### config.mk
export PLATFORM = sky130hd
export DESIGN_NAME = ecdc_top
export DESIGN_NICKNAME = d
export VERILOG_FILES = /design/src/design/ecdc_pkg.sv /design/src/design/ecdc_sync.sv /design/src/design/ecdc_top.sv
export SDC_FILE = /design/constraint.sdc
export NUM_CORES = 1
export LEC_CHECK = 0
export BUFFER_PORTS_ARGS = -buffer_cell sky130_fd_sc_hd__buf_2
export CELL_PAD_IN_SITES_DETAIL_PLACEMENT = 1
export CELL_PAD_IN_SITES_GLOBAL_PLACEMENT = 1
export CORE_MARGIN = 3
export CORE_UTILIZATION = 47
export DETAILED_ROUTE_END_ITERATION = 16
export PLACE_DENSITY = 0.8
export SYNTH_ARGS = -nofsm -noshare
export SYNTH_HDL_FRONTEND = slang
export SYNTH_SLANG_ARGS = --single-unit
### constraint.sdc
create_clock -name mclk_i -period 4.2 [get_ports mclk_i]
set_clock_uncertainty 0.05 [all_clocks]
set_input_delay 0.21 -clock mclk_i [delete_from_list [all_inputs] [get_ports mclk_i]]
set_output_delay 0.21 -clock mclk_i [all_outputs]
set_load 0.005 [all_outputs]
### src/design/ecdc_pkg.sv
// Shared constants of the E1 channel digital control block.
// Assumes a 25 MHz master clock and APB register access on that clock.
package ecdc_pkg;
   localparam int NUM_CH = 4;
   localparam int CTRL_W = 11;

   // APB map: channel c at c*CH_STRIDE
   localparam logic [7:0] OFS_CH_CTRL  = 8'h00;
   localparam logic [7:0] OFS_CH_STAT  = 8'h04;
   localparam logic [7:0] CH_STRIDE    = 8'h08;
   localparam logic [7:0] OFS_SOFT_RST = 8'h20;
   localparam logic [CTRL_W-1:0] CTRL_RST = 11'h000;

   // Control bits
   localparam int CB_CODE_AMI    = 0;
   localparam int CB_SINGLE_RAIL = 1;
   localparam int CB_RX_MUTE     = 2;
   localparam int CB_POL_INV     = 3;
   localparam int CB_TX_EDGE     = 4;
   localparam int CB_RX_EDGE     = 5;
   localparam int CB_ALL_ONES    = 6;
   localparam int CB_TX_OFF      = 7;
   localparam int CB_REMOTE_LOOPBACK_MODE       = 8;
   localparam int CB_DIGITAL_LOCAL_LOOPBACK_MODE       = 9;
   localparam int CB_ANALOG_LOCAL_LOOPBACK_MODE       = 10;

   // Status bits
   localparam int SB_LOS      = 0;
   localparam int SB_ALOS     = 1;
   localparam int SB_DLOS     = 2;
   localparam int SB_DRV_FAIL = 3;
   localparam int SB_SOFT_RST = 0;

   // Timing
   localparam int MCLK_PS      = 40000;
   localparam int MCLK_NS      = 40;
   localparam int BIT_PS       = 488281;
   localparam int ALOS_BITS    = 32;
   localparam int TCLK_LOSS_NS = 10000;
   localparam logic [8:0] ALOS_CYC =
      9'((ALOS_BITS * BIT_PS + MCLK_PS - 1) / MCLK_PS);
   localparam logic [8:0] TCLK_LOSS_CYC =
      9'((TCLK_LOSS_NS + MCLK_NS - 1) / MCLK_NS);
   localparam logic [3:0] FB_HALF_CYC = 4'(BIT_PS / (2 * MCLK_PS));
   localparam logic [8:0] DMON_CYC = 9'd128;

   // Loss and code counts
   localparam logic [5:0] ZERO_DECL = 6'd32;
   localparam logic [5:0] RUN_MAX   = 6'd16;
   localparam logic [5:0] HDB3_RUN  = 6'd4;
   localparam logic [4:0] WIN_LAST  = 5'd31;
   localparam logic [2:0] WIN_ONES  = 3'd4;
endpackage

### src/design/ecdc_sync.sv
// Three-stage input synchroniser with edge pulses.
// Assumes asynchronous inputs; a change counts once stages two and three agree.
module ecdc_sync #(
   parameter int W = 1
) (
   input  wire logic         clk_i,
   input  wire logic         rst_i,
   input  wire logic [W-1:0] d_i,
   output logic      [W-1:0] lvl_o,
   output logic      [W-1:0] rise_o,
   output logic      [W-1:0] fall_o
);
   logic [W-1:0] q1;
   logic [W-1:0] q2;
   logic [W-1:0] q3;
   logic [W-1:0] next_lvl;

   always_comb begin
      next_lvl = (q2 & q3) | (lvl_o & (q2 | q3));
   end

   always_ff @(posedge clk_i) begin
      if (rst_i) begin
         q1     <= '0;
         q2     <= '0;
         q3     <= '0;
         lvl_o  <= '0;
         rise_o <= '0;
         fall_o <= '0;
      end else begin
         q1     <= d_i;
         q2     <= q1;
         q3     <= q2;
         lvl_o  <= next_lvl;
         rise_o <= next_lvl & ~lvl_o;
         fall_o <= ~next_lvl & lvl_o;
      end
   end
endmodule // ecdc_sync

### src/design/ecdc_top.sv
// Four-channel E1 line digital control: loss detection, loop-backs,
// HDB3/AMI coding, polarity and edge selection, driver monitor, APB regs.
// Assumes slicer, clock recovery and amplitude comparators outside.

module ecdc_top #(
   parameter int NCH = ecdc_pkg::NUM_CH
) (
   input  wire logic           mclk_i,
   input  wire logic           sys_rst_i,
   input  wire logic           psel_i,
   input  wire logic           penable_i,
   input  wire logic           pwrite_i,
   input  wire logic [7:0]     paddr_i,
   input  wire logic [31:0]    pwdata_i,
   output logic      [31:0]    prdata_o,
   output logic                pready_o,
   output logic                pslverr_o,
   input  wire logic [NCH-1:0] tx_clock_in_i,
   input  wire logic [NCH-1:0] tx_positive_data_i,
   input  wire logic [NCH-1:0] tx_negative_data_i,
   input  wire logic [NCH-1:0] rx_clock_in_i,
   input  wire logic [NCH-1:0] line_rx_plus_i,
   input  wire logic [NCH-1:0] line_rx_minus_i,
   input  wire logic [NCH-1:0] amp_below_declare_i,
   input  wire logic [NCH-1:0] amp_above_clear_i,
   output logic      [NCH-1:0] recovered_clock_out_o,
   output logic      [NCH-1:0] rx_positive_data_o,
   output logic      [NCH-1:0] rx_negative_or_violation_o,
   output logic      [NCH-1:0] line_tx_plus_o,
   output logic      [NCH-1:0] line_tx_minus_o,
   output logic      [NCH-1:0] line_tx_oe_o,
   output logic      [NCH-1:0] loss_of_signal_o
);
   logic [ecdc_pkg::CTRL_W-1:0] ctrl [NCH];
   logic [3:0]                  stat_v [NCH];
   logic [NCH-1:0]              drv_fail;
   logic [NCH-1:0]              dfail_set;
   logic                        soft_rst;
   logic                        irst;
   logic [1:0]                  a_idx;
   logic                        a_ch;
   logic                        a_sw;
   logic                        a_stat;
   logic                        acc_wr;
   logic [31:0]                 rdata;

   // Interface state restarts on either reset; registers only on hardware reset
   assign irst = sys_rst_i | soft_rst;

   always_comb begin
      a_idx  = paddr_i[4:3];
      a_stat = paddr_i[2];
      a_ch   = (paddr_i[7:5] == 3'h0) && (paddr_i[1:0] == 2'h0) && (int'(a_idx) < NCH);
      a_sw   = (paddr_i == ecdc_pkg::OFS_SOFT_RST);
      acc_wr = psel_i & penable_i & pready_o & pwrite_i & ~pslverr_o;
      rdata  = 32'h0000_0000;
      if (a_ch && !a_stat) begin
         rdata[ecdc_pkg::CTRL_W-1:0] = ctrl[a_idx];
      end else if (a_ch) begin
         rdata[3:0] = stat_v[a_idx];
      end
   end

   // No wait state: answer registered in the setup cycle
   always_ff @(posedge mclk_i) begin
      if (sys_rst_i) begin
         pready_o  <= 1'b0;
         pslverr_o <= 1'b0;
         prdata_o  <= 32'h0000_0000;
      end else if (psel_i && !penable_i) begin
         pready_o  <= 1'b1;
         pslverr_o <= ~(a_ch | a_sw);
         prdata_o  <= pwrite_i ? 32'h0000_0000 : rdata;
      end else begin
         pready_o  <= 1'b0;
         pslverr_o <= 1'b0;
      end
   end

   always_ff @(posedge mclk_i) begin
      if (sys_rst_i) begin
         soft_rst <= 1'b0;
      end else begin
         soft_rst <= acc_wr & a_sw & pwdata_i[ecdc_pkg::SB_SOFT_RST];
      end
   end

   always_ff @(posedge mclk_i) begin
      if (sys_rst_i) begin
         for (int i = 0; i < NCH; i++) begin
            ctrl[i] <= ecdc_pkg::CTRL_RST;
         end
      end else if (acc_wr && a_ch && !a_stat) begin
         ctrl[a_idx] <= pwdata_i[ecdc_pkg::CTRL_W-1:0];
      end
   end

   // Sticky failure flag, write one to clear; a new event wins over the clear
   always_ff @(posedge mclk_i) begin
      for (int i = 0; i < NCH; i++) begin
         if (sys_rst_i) begin
            drv_fail[i] <= 1'b0;
         end else if (dfail_set[i]) begin
            drv_fail[i] <= 1'b1;
         end else if (acc_wr && a_ch && a_stat && int'(a_idx) == i
                      && pwdata_i[ecdc_pkg::SB_DRV_FAIL]) begin
            drv_fail[i] <= 1'b0;
         end
      end
   end

   genvar c;
   for (c = 0; c < NCH; c++) begin : g_ch
      logic [7:0]                  s;
      logic [7:0]                  sr;
      logic [7:0]                  sf;
      logic [ecdc_pkg::CTRL_W-1:0] cf;
      logic single, hdb3, pol, remote_loopback_mode, local_lb, txlost, allones;
      logic enc_tick, line_tick, rx_tick, txp, txn, din, emit, mk, viol;
      logic below, above, rclk, upd;
      logic [8:0] tidle;
      logic [8:0] didle;
      logic [8:0] acnt;
      logic [3:0] div;
      logic       divl;
      logic       fb_rise;
      logic [3:0] esr, efb, efv, next_esr, next_efb, next_efv;
      logic       epol, epar, next_epol, next_epar;
      logic       lp, ln, next_lp, next_ln, loe, plp, pln;
      logic [3:0] dsr, dlv, next_dsr, next_dlv;
      logic       rpol, next_rpol, stg_p, stg_n;
      logic [5:0] zcnt;
      logic [4:0] wcnt;
      logic [2:0] ones;
      logic       alos, dlos, loss_of_signal, rco, rxpo, rxno;

      ecdc_sync #(.W(8)) u_sync (
         .clk_i  (mclk_i),
         .rst_i  (sys_rst_i),
         .d_i    ({amp_above_clear_i[c], amp_below_declare_i[c],
                   line_rx_minus_i[c], line_rx_plus_i[c], rx_clock_in_i[c],
                   tx_negative_data_i[c], tx_positive_data_i[c], tx_clock_in_i[c]}),
         .lvl_o  (s),
         .rise_o (sr),
         .fall_o (sf)
      );

      always_comb begin
         cf        = ctrl[c];
         single    = cf[ecdc_pkg::CB_SINGLE_RAIL];
         hdb3      = single & ~cf[ecdc_pkg::CB_CODE_AMI];
         pol       = cf[ecdc_pkg::CB_POL_INV];
         remote_loopback_mode     = cf[ecdc_pkg::CB_REMOTE_LOOPBACK_MODE];
         local_lb  = cf[ecdc_pkg::CB_DIGITAL_LOCAL_LOOPBACK_MODE] | cf[ecdc_pkg::CB_ANALOG_LOCAL_LOOPBACK_MODE];
         txlost    = tidle > ecdc_pkg::TCLK_LOSS_CYC;
         allones   = (cf[ecdc_pkg::CB_ALL_ONES] | txlost) & ~remote_loopback_mode;
         line_tick = sr[3];
         if (remote_loopback_mode) begin
            enc_tick = line_tick;
         end else if (txlost) begin
            enc_tick = fb_rise;
         end else begin
            enc_tick = cf[ecdc_pkg::CB_TX_EDGE] ? sr[0] : sf[0];
         end
         rx_tick = local_lb ? enc_tick : line_tick;
         txp     = s[1] ^ pol;
         txn     = s[2] ^ pol;
         if (allones) begin
            din = 1'b1;
         end else begin
            din = remote_loopback_mode ? dsr[3] : txp;
         end
         rclk  = local_lb ? (txlost ? divl : s[0]) : s[3];
         upd   = cf[ecdc_pkg::CB_RX_EDGE] ? (rco & ~rclk) : (~rco & rclk);
         below = local_lb ? 1'b0 : s[6];
         above = local_lb ? 1'b1 : s[7];
      end

      // Transmit clock watchdog and master-clock bit timing fallback
      always_ff @(posedge mclk_i) begin
         if (irst) begin
            tidle <= 9'h000;
         end else if (sr[0] | sf[0]) begin
            tidle <= 9'h000;
         end else if (tidle <= ecdc_pkg::TCLK_LOSS_CYC) begin
            tidle <= tidle + 9'h001;
         end
      end

      always_ff @(posedge mclk_i) begin
         if (irst) begin
            div     <= 4'h0;
            divl    <= 1'b0;
            fb_rise <= 1'b0;
         end else if (div == ecdc_pkg::FB_HALF_CYC - 4'h1) begin
            div     <= 4'h0;
            divl    <= ~divl;
            fb_rise <= ~divl;
         end else begin
            div     <= div + 4'h1;
            fb_rise <= 1'b0;
         end
      end

      // Encoder: four-bit lookahead for substitutions
      always_comb begin
         next_esr  = {esr[2:0], din};
         next_efb  = {efb[2:0], 1'b0};
         next_efv  = {efv[2:0], 1'b0};
         emit      = esr[3] | efb[3] | efv[3];
         next_epol = emit ? (efv[3] ? epol : ~epol) : epol;
         next_epar = efv[3] ? 1'b0 : (epar ^ emit);
         if (hdb3 && next_esr == 4'h0 && next_efv == 4'h0) begin
            next_efv[0] = 1'b1;
            next_efb[3] = ~next_epar;
         end
         next_lp = emit & next_epol;
         next_ln = emit & ~next_epol;
         if (!single && !allones) begin
            next_lp = remote_loopback_mode ? s[4] : txp;
            next_ln = (remote_loopback_mode ? s[5] : txn) & ~next_lp;
         end
      end

      always_ff @(posedge mclk_i) begin
         if (irst) begin
            esr  <= 4'h0;
            efb  <= 4'h0;
            efv  <= 4'h0;
            epol <= 1'b0;
            epar <= 1'b0;
            lp   <= 1'b0;
            ln   <= 1'b0;
         end else if (enc_tick) begin
            esr  <= next_esr;
            efb  <= next_efb;
            efv  <= next_efv;
            epol <= next_epol;
            epar <= next_epar;
            lp   <= next_lp;
            ln   <= next_ln;
         end
      end

      always_ff @(posedge mclk_i) begin
         if (irst) begin
            loe <= 1'b0;
         end else begin
            loe <= ~cf[ecdc_pkg::CB_TX_OFF];
         end
      end

      // Driver monitor
      always_ff @(posedge mclk_i) begin
         if (irst) begin
            plp   <= 1'b0;
            pln   <= 1'b0;
            didle <= 9'h000;
         end else begin
            plp <= lp;
            pln <= ln;
            if ({lp, ln} != {plp, pln}) begin
               didle <= 9'h000;
            end else if (didle < ecdc_pkg::DMON_CYC) begin
               didle <= didle + 9'h001;
            end
         end
      end

      assign dfail_set[c] = ({lp, ln} == {plp, pln})
                            && (didle == ecdc_pkg::DMON_CYC - 9'h001);

      // Decoder: removes substitutions, flags violations and excess zeros
      always_comb begin
         mk        = s[4] | s[5];
         if (local_lb) begin
            mk = lp | ln;
         end
         viol      = mk & ((local_lb ? lp : s[4]) == rpol);
         next_dsr  = {dsr[2:0], mk};
         next_dlv  = {dlv[2:0], 1'b0};
         next_rpol = mk ? (local_lb ? lp : s[4]) : rpol;
         if (single && viol) begin
            if (hdb3 && dsr[1:0] == 2'b00) begin
               next_dsr[0] = 1'b0;
               next_dsr[3] = 1'b0;
            end else begin
               next_dlv[0] = 1'b1;
            end
         end
         if (hdb3 && !mk && zcnt == ecdc_pkg::HDB3_RUN - 6'd1) begin
            next_dlv[0] = 1'b1;
         end
      end

      always_ff @(posedge mclk_i) begin
         if (irst) begin
            dsr   <= 4'h0;
            dlv   <= 4'h0;
            rpol  <= 1'b0;
            stg_p <= 1'b0;
            stg_n <= 1'b0;
         end else if (rx_tick) begin
            dsr   <= next_dsr;
            dlv   <= next_dlv;
            rpol  <= next_rpol;
            stg_p <= single ? dsr[3] : (local_lb ? lp : s[4]);
            stg_n <= single ? dlv[3] : (local_lb ? ln : s[5]);
         end
      end

      // Zero-run loss detector
      always_ff @(posedge mclk_i) begin
         if (irst) begin
            zcnt <= 6'h00;
            wcnt <= 5'h00;
            ones <= 3'h0;
            dlos <= 1'b0;
         end else if (rx_tick) begin
            if (mk) begin
               zcnt <= 6'h00;
            end else if (zcnt < ecdc_pkg::ZERO_DECL) begin
               zcnt <= zcnt + 6'h01;
            end
            if (!dlos) begin
               wcnt <= 5'h00;
               ones <= 3'h0;
               if (!mk && zcnt == ecdc_pkg::ZERO_DECL - 6'd1) begin
                  dlos <= 1'b1;
               end
            end else if (!mk && zcnt >= ecdc_pkg::RUN_MAX - 6'd1) begin
               wcnt <= 5'h00;
               ones <= 3'h0;
            end else if (wcnt == ecdc_pkg::WIN_LAST) begin
               wcnt <= 5'h00;
               ones <= 3'h0;
               if (ones + {2'b00, mk} >= ecdc_pkg::WIN_ONES) begin
                  dlos <= 1'b0;
               end
            end else begin
               wcnt <= wcnt + 5'h01;
               if (mk && ones < ecdc_pkg::WIN_ONES) begin
                  ones <= ones + 3'h1;
               end
            end
         end
      end

      // Amplitude loss detector
      always_ff @(posedge mclk_i) begin
         if (irst) begin
            acnt <= 9'h000;
            alos <= 1'b0;
         end else begin
            if (!below) begin
               acnt <= 9'h000;
            end else if (acnt < ecdc_pkg::ALOS_CYC) begin
               acnt <= acnt + 9'h001;
            end
            if (below && acnt == ecdc_pkg::ALOS_CYC - 9'h001) begin
               alos <= 1'b1;
            end else if (above) begin
               alos <= 1'b0;
            end
         end
      end

      // Receive outputs
      always_ff @(posedge mclk_i) begin
         if (irst) begin
            loss_of_signal  <= 1'b0;
            rco  <= 1'b0;
            rxpo <= 1'b0;
            rxno <= 1'b0;
         end else begin
            loss_of_signal <= alos & dlos;
            rco <= rclk;
            if (cf[ecdc_pkg::CB_RX_MUTE] && loss_of_signal) begin
               rxpo <= 1'b0;
               rxno <= 1'b0;
            end else if (upd) begin
               rxpo <= stg_p ^ pol;
               rxno <= stg_n ^ pol;
            end
         end
      end

      assign stat_v[c]                    = {drv_fail[c], dlos, alos, loss_of_signal};
      assign recovered_clock_out_o[c]     = rco;
      assign rx_positive_data_o[c]        = rxpo;
      assign rx_negative_or_violation_o[c] = rxno;
      assign line_tx_plus_o[c]            = lp;
      assign line_tx_minus_o[c]           = ln;
      assign line_tx_oe_o[c]              = loe;
      assign loss_of_signal_o[c]          = loss_of_signal;
   end
endmodule // ecdc_top

==> results_dict.tcl <==
set metrics [dict create \
    synthToLayoutAreaGrowth_pct 13.7 \
    drv_slew 0 \
    slowest_delay_ps 760 \
    port_buffers 96 \
    cts.clk_slew.worst_paths_ps 60 \
    worst-setup-path-type "reg2reg" \
    gr-total-overflow 0 \
    wire_per_inst_um 19.6 \
    synth_top_area_cell "dfxtp_1" \
    cp_data_arrival_time_ps 3410 \
    max_freq_mhz 337 \
    ys_top_cells_by_count "dfxtp_1 (478), nor2_1 (265), nand2_1 (218), a21oi_1 (163), nor2b_1 (121)" \
    slowest_stage "nor2_1" \
    hpwl_um 41600 \
    min_from "pwrite_i" \
    fill_cells 5282 \
    gp_congestion 0.810 \
    cts_sinks 522 \
    grt_pass1_wl_um 99100 \
    power.total_w 0.0106 \
    drt_iter0_markers 937 \
    syn_inst 2399 \
    cpMostUsedCell "nor3_1" \
    tightest_slew_ps 954 \
    r2r_end "g_ch[3].zcnt[1]" \
    synth.cell_area_mm2 0.0222 \
    power.leakage_nw 9.76 \
    ys_types 82 \
    hold_viol_final 0 \
    timing.rr.start "ctrl[3][10]" \
    synth.most_common_cell "dfxtp_1" \
    rows 79 \
    grt_pass1_vias 18909 \
    nets 2608 \
    design_area_mm2 0.0252 \
    die_area_mm2 0.0499 \
    avgSynthCellArea_um2 9.26 \
    cp.required_ps 4650 \
    cts_tree "built" \
    whs_ps 73.3 \
    netlist.area_leader.share 0.431 \
    clockBufferDepth 3 \
    clock_latency_ps 620 \
    rr_worst_depth 6 \
    cp-start-kind "flip-flop" \
    ioPinCount 139 \
    first_pass_iters 7 \
    cap_violations 0 \
    fp.coreArea_mm2 0.0467 \
    route.vias.total 17861 \
    status "completed" \
    htreeDepth 2 \
    fin_setup_tns_ps 0 \
    worstHoldPathCells 4 \
    multi_input_area_mm2 0.0104 \
    synth_edf_count 44 \
    synth_top_flop_cell "dfxtp_1" \
    hold_end "prdata_o[4]" \
    synthTopCellsByArea "dfxtp_1 (43%), edfxtp_1 (5.9%), nor2_1 (4.5%), nand2_1 (3.7%), a21oi_1 (3.7%)" \
    vias_per_cell 5.68 \
    power_density_mw_per_mm2 420 \
    clock-root-buffer "clkbuf_16" \
    postSynth.asyncResetShare 0 \
    hp-class "in2reg" \
    relSlewSlack 0.363 \
    fin_crit_sh 0.706 \
    setup_viol 0 \
    placed_cell_area_mm2 0.0229 \
    postRouteWirelength_um 61500 \
    path_cells "nor2_1 > nor3_1 > mux2i_1 > and2_1 > nor3_1 > a31o_2" \
    rsz0062_at_grt "false" \
    die_width_um 223 \
    synth-seq-cells 522 \
    die_h_um 223 \
    drc 0 \
    cts_resized 0 \
    drtAntennaViolNets 0 \
    yosysSeqAreaShare 0.490 \
    fin_crit_ps 2970 \
    cp-end-kind "flip-flop" \
    drive_gt1_frac 0.0999 \
    yosys_warnings 0 \
    start_util 0.476 \
    antenna_found_initial 9 \
    ir_worst_vdd_v 0.000311 \
    postCtsSetupBuffers 0 \
    ff_latch_area_mm2 0.0109 \
    cts_made_buffers 55 \
    r2r_slack_ps 1230 \
    grtUsageTotal 0.243 \
    grt_max_degree 94 \
    cp_max_fo 25 \
]
-- layer usage --
| layer | routed length, µm | GRT usage |
|---|---|---|
| met4 | 2340 | 0.101 |
| met3 | 2390 | 0.0371 |
| met2 | 31200 | 0.444 |
| met1 | 25600 | 0.284 |
| met5 | 49 | 0 |
-- final cells by class --
class,count,area share
Sequential cell,522,0.431
Clock inverter,17,0.00867
Clock buffer,85,0.0641
Inverter,47,0.00699
Multi-Input combinational cell,1695,0.413
Tap cell,607,0.0301
Antenna cell,5,0.000496
Timing Repair Buffer,166,0.0450
-- cells by family (layout without fill, tap and decap cells) --
kind of cell / count (synthesis) / count (layout) / synth area share
adder cells (fa/ha/maj): 44 / 44 / 0.0248
XOR/XNOR: 111 / 111 / 0.0438
flip-flops: 522 / 522 / 0.490
AO/OA/AOI/OAI: 454 / 454 / 0.131
multiplexers: 78 / 78 / 0.0444
buffers and inverters: 202 / 315 / 0.0438
other: 1 / 26 / 0.000169
AND/OR/NAND/NOR: 987 / 987 / 0.222
-- report_power, final --
group / internal [W] / switching, W
combinational: 0.000176 / 0.000266
clock: 0.00290 / 0.00207
sequential: 0.00511 / 0.0000909
-- worst max-delay path by stage --
stage,from,end
2_1_floorplan,paddr_i[6],ctrl[0][0]
3_3_place_gp,paddr_i[6],ctrl[3][7]
3_5_place_dp,ctrl[3][10],g_ch[3].zcnt[1]
4_1_cts,g_ch[0].tidle[0],g_ch[0].dlos
5_1_grt,g_ch[0].tidle[0],g_ch[0].dlos
6_report,ctrl[3][10],g_ch[3].zcnt[1]
-- state kept, by name, indices dropped and copies added, names as in the netlist, 12 cells and up --
name / cells
g_ch.zcnt: 24
g_ch.esr: 16
g_ch.dsr: 16
g_ch.dlv: 16
g_ch.u_sync.q2: 32
g_ch.tidle: 36
g_ch.u_sync.lvl_o: 32
g_ch.ones: 12
g_ch.efv: 16
g_ch.u_sync.q1: 32
g_ch.div: 16
ctrl: 44
g_ch.u_sync.q3: 32
g_ch.didle: 36
g_ch.acnt: 36
g_ch.wcnt: 20
-- placed cells by master, fill, tap and decap left out, types with 15 or more instances in the layout --
| cell | Yosys | final |
|---|---|---|
| dlygate4sd3_1 | 0 | 49 |
| buf_4 | 51 | 21 |
| nor4_1 | 16 | 16 |
| ha_1 | 44 | 44 |
| and3_1 | 44 | 44 |
| o21ai_0 | 94 | 94 |
| clkbuf_1 | 77 | 17 |
| dfxtp_1 | 478 | 478 |
| nand2b_1 | 20 | 20 |
| mux2i_1 | 52 | 52 |
| o211ai_1 | 23 | 23 |
| and2_1 | 50 | 50 |
| a21oi_1 | 163 | 163 |
| xor2_1 | 79 | 79 |
| a31oi_1 | 16 | 16 |
| a211oi_1 | 25 | 25 |
| conb_1 | 1 | 21 |
| edfxtp_1 | 44 | 44 |
| nand2_1 | 218 | 218 |
| nand3_1 | 68 | 68 |
| or3_1 | 25 | 25 |
| nor2b_1 | 121 | 121 |
| inv_1 | 46 | 46 |
| xnor2_1 | 32 | 32 |
| nor3_1 | 58 | 58 |
| nor2_1 | 265 | 264 |
| mux4_2 | 15 | 15 |
| nand4_1 | 34 | 34 |
| clkbuf_16 | 0 | 55 |
| buf_2 | 12 | 95 |
-- critical path: cells and delay by family, from the launching register on --
| family | cells | cell delay, ps |
|---|---|---|
| AOI/OAI and AO/OA | 1 | 290 |
| DFF | 1 | 520 |
| muxes | 1 | 200 |
| and+or+nand+nor | 4 | 1780 |
-- per-stage QoR --
stage / utilization / setup WS [ps] / std cells
6_report: 0.541 / 1230 / 3144
5_1_grt: 0.541 / 1020 / 3143
4_1_cts: 0.541 / 1280 / 3139
3_3_place_gp: 0.491 / 1430 / 2988
2_1_floorplan: - / 1750 / 2419
3_5_place_dp: 0.491 / 1340 / 2988
-- repair_timing --
item | CTS | global route
setup endpoints to repair | 0 | 0
hold buffers | 49 | 0
hold endpoints to repair | 90 | 0
Power figures use the tool's default switching activity.
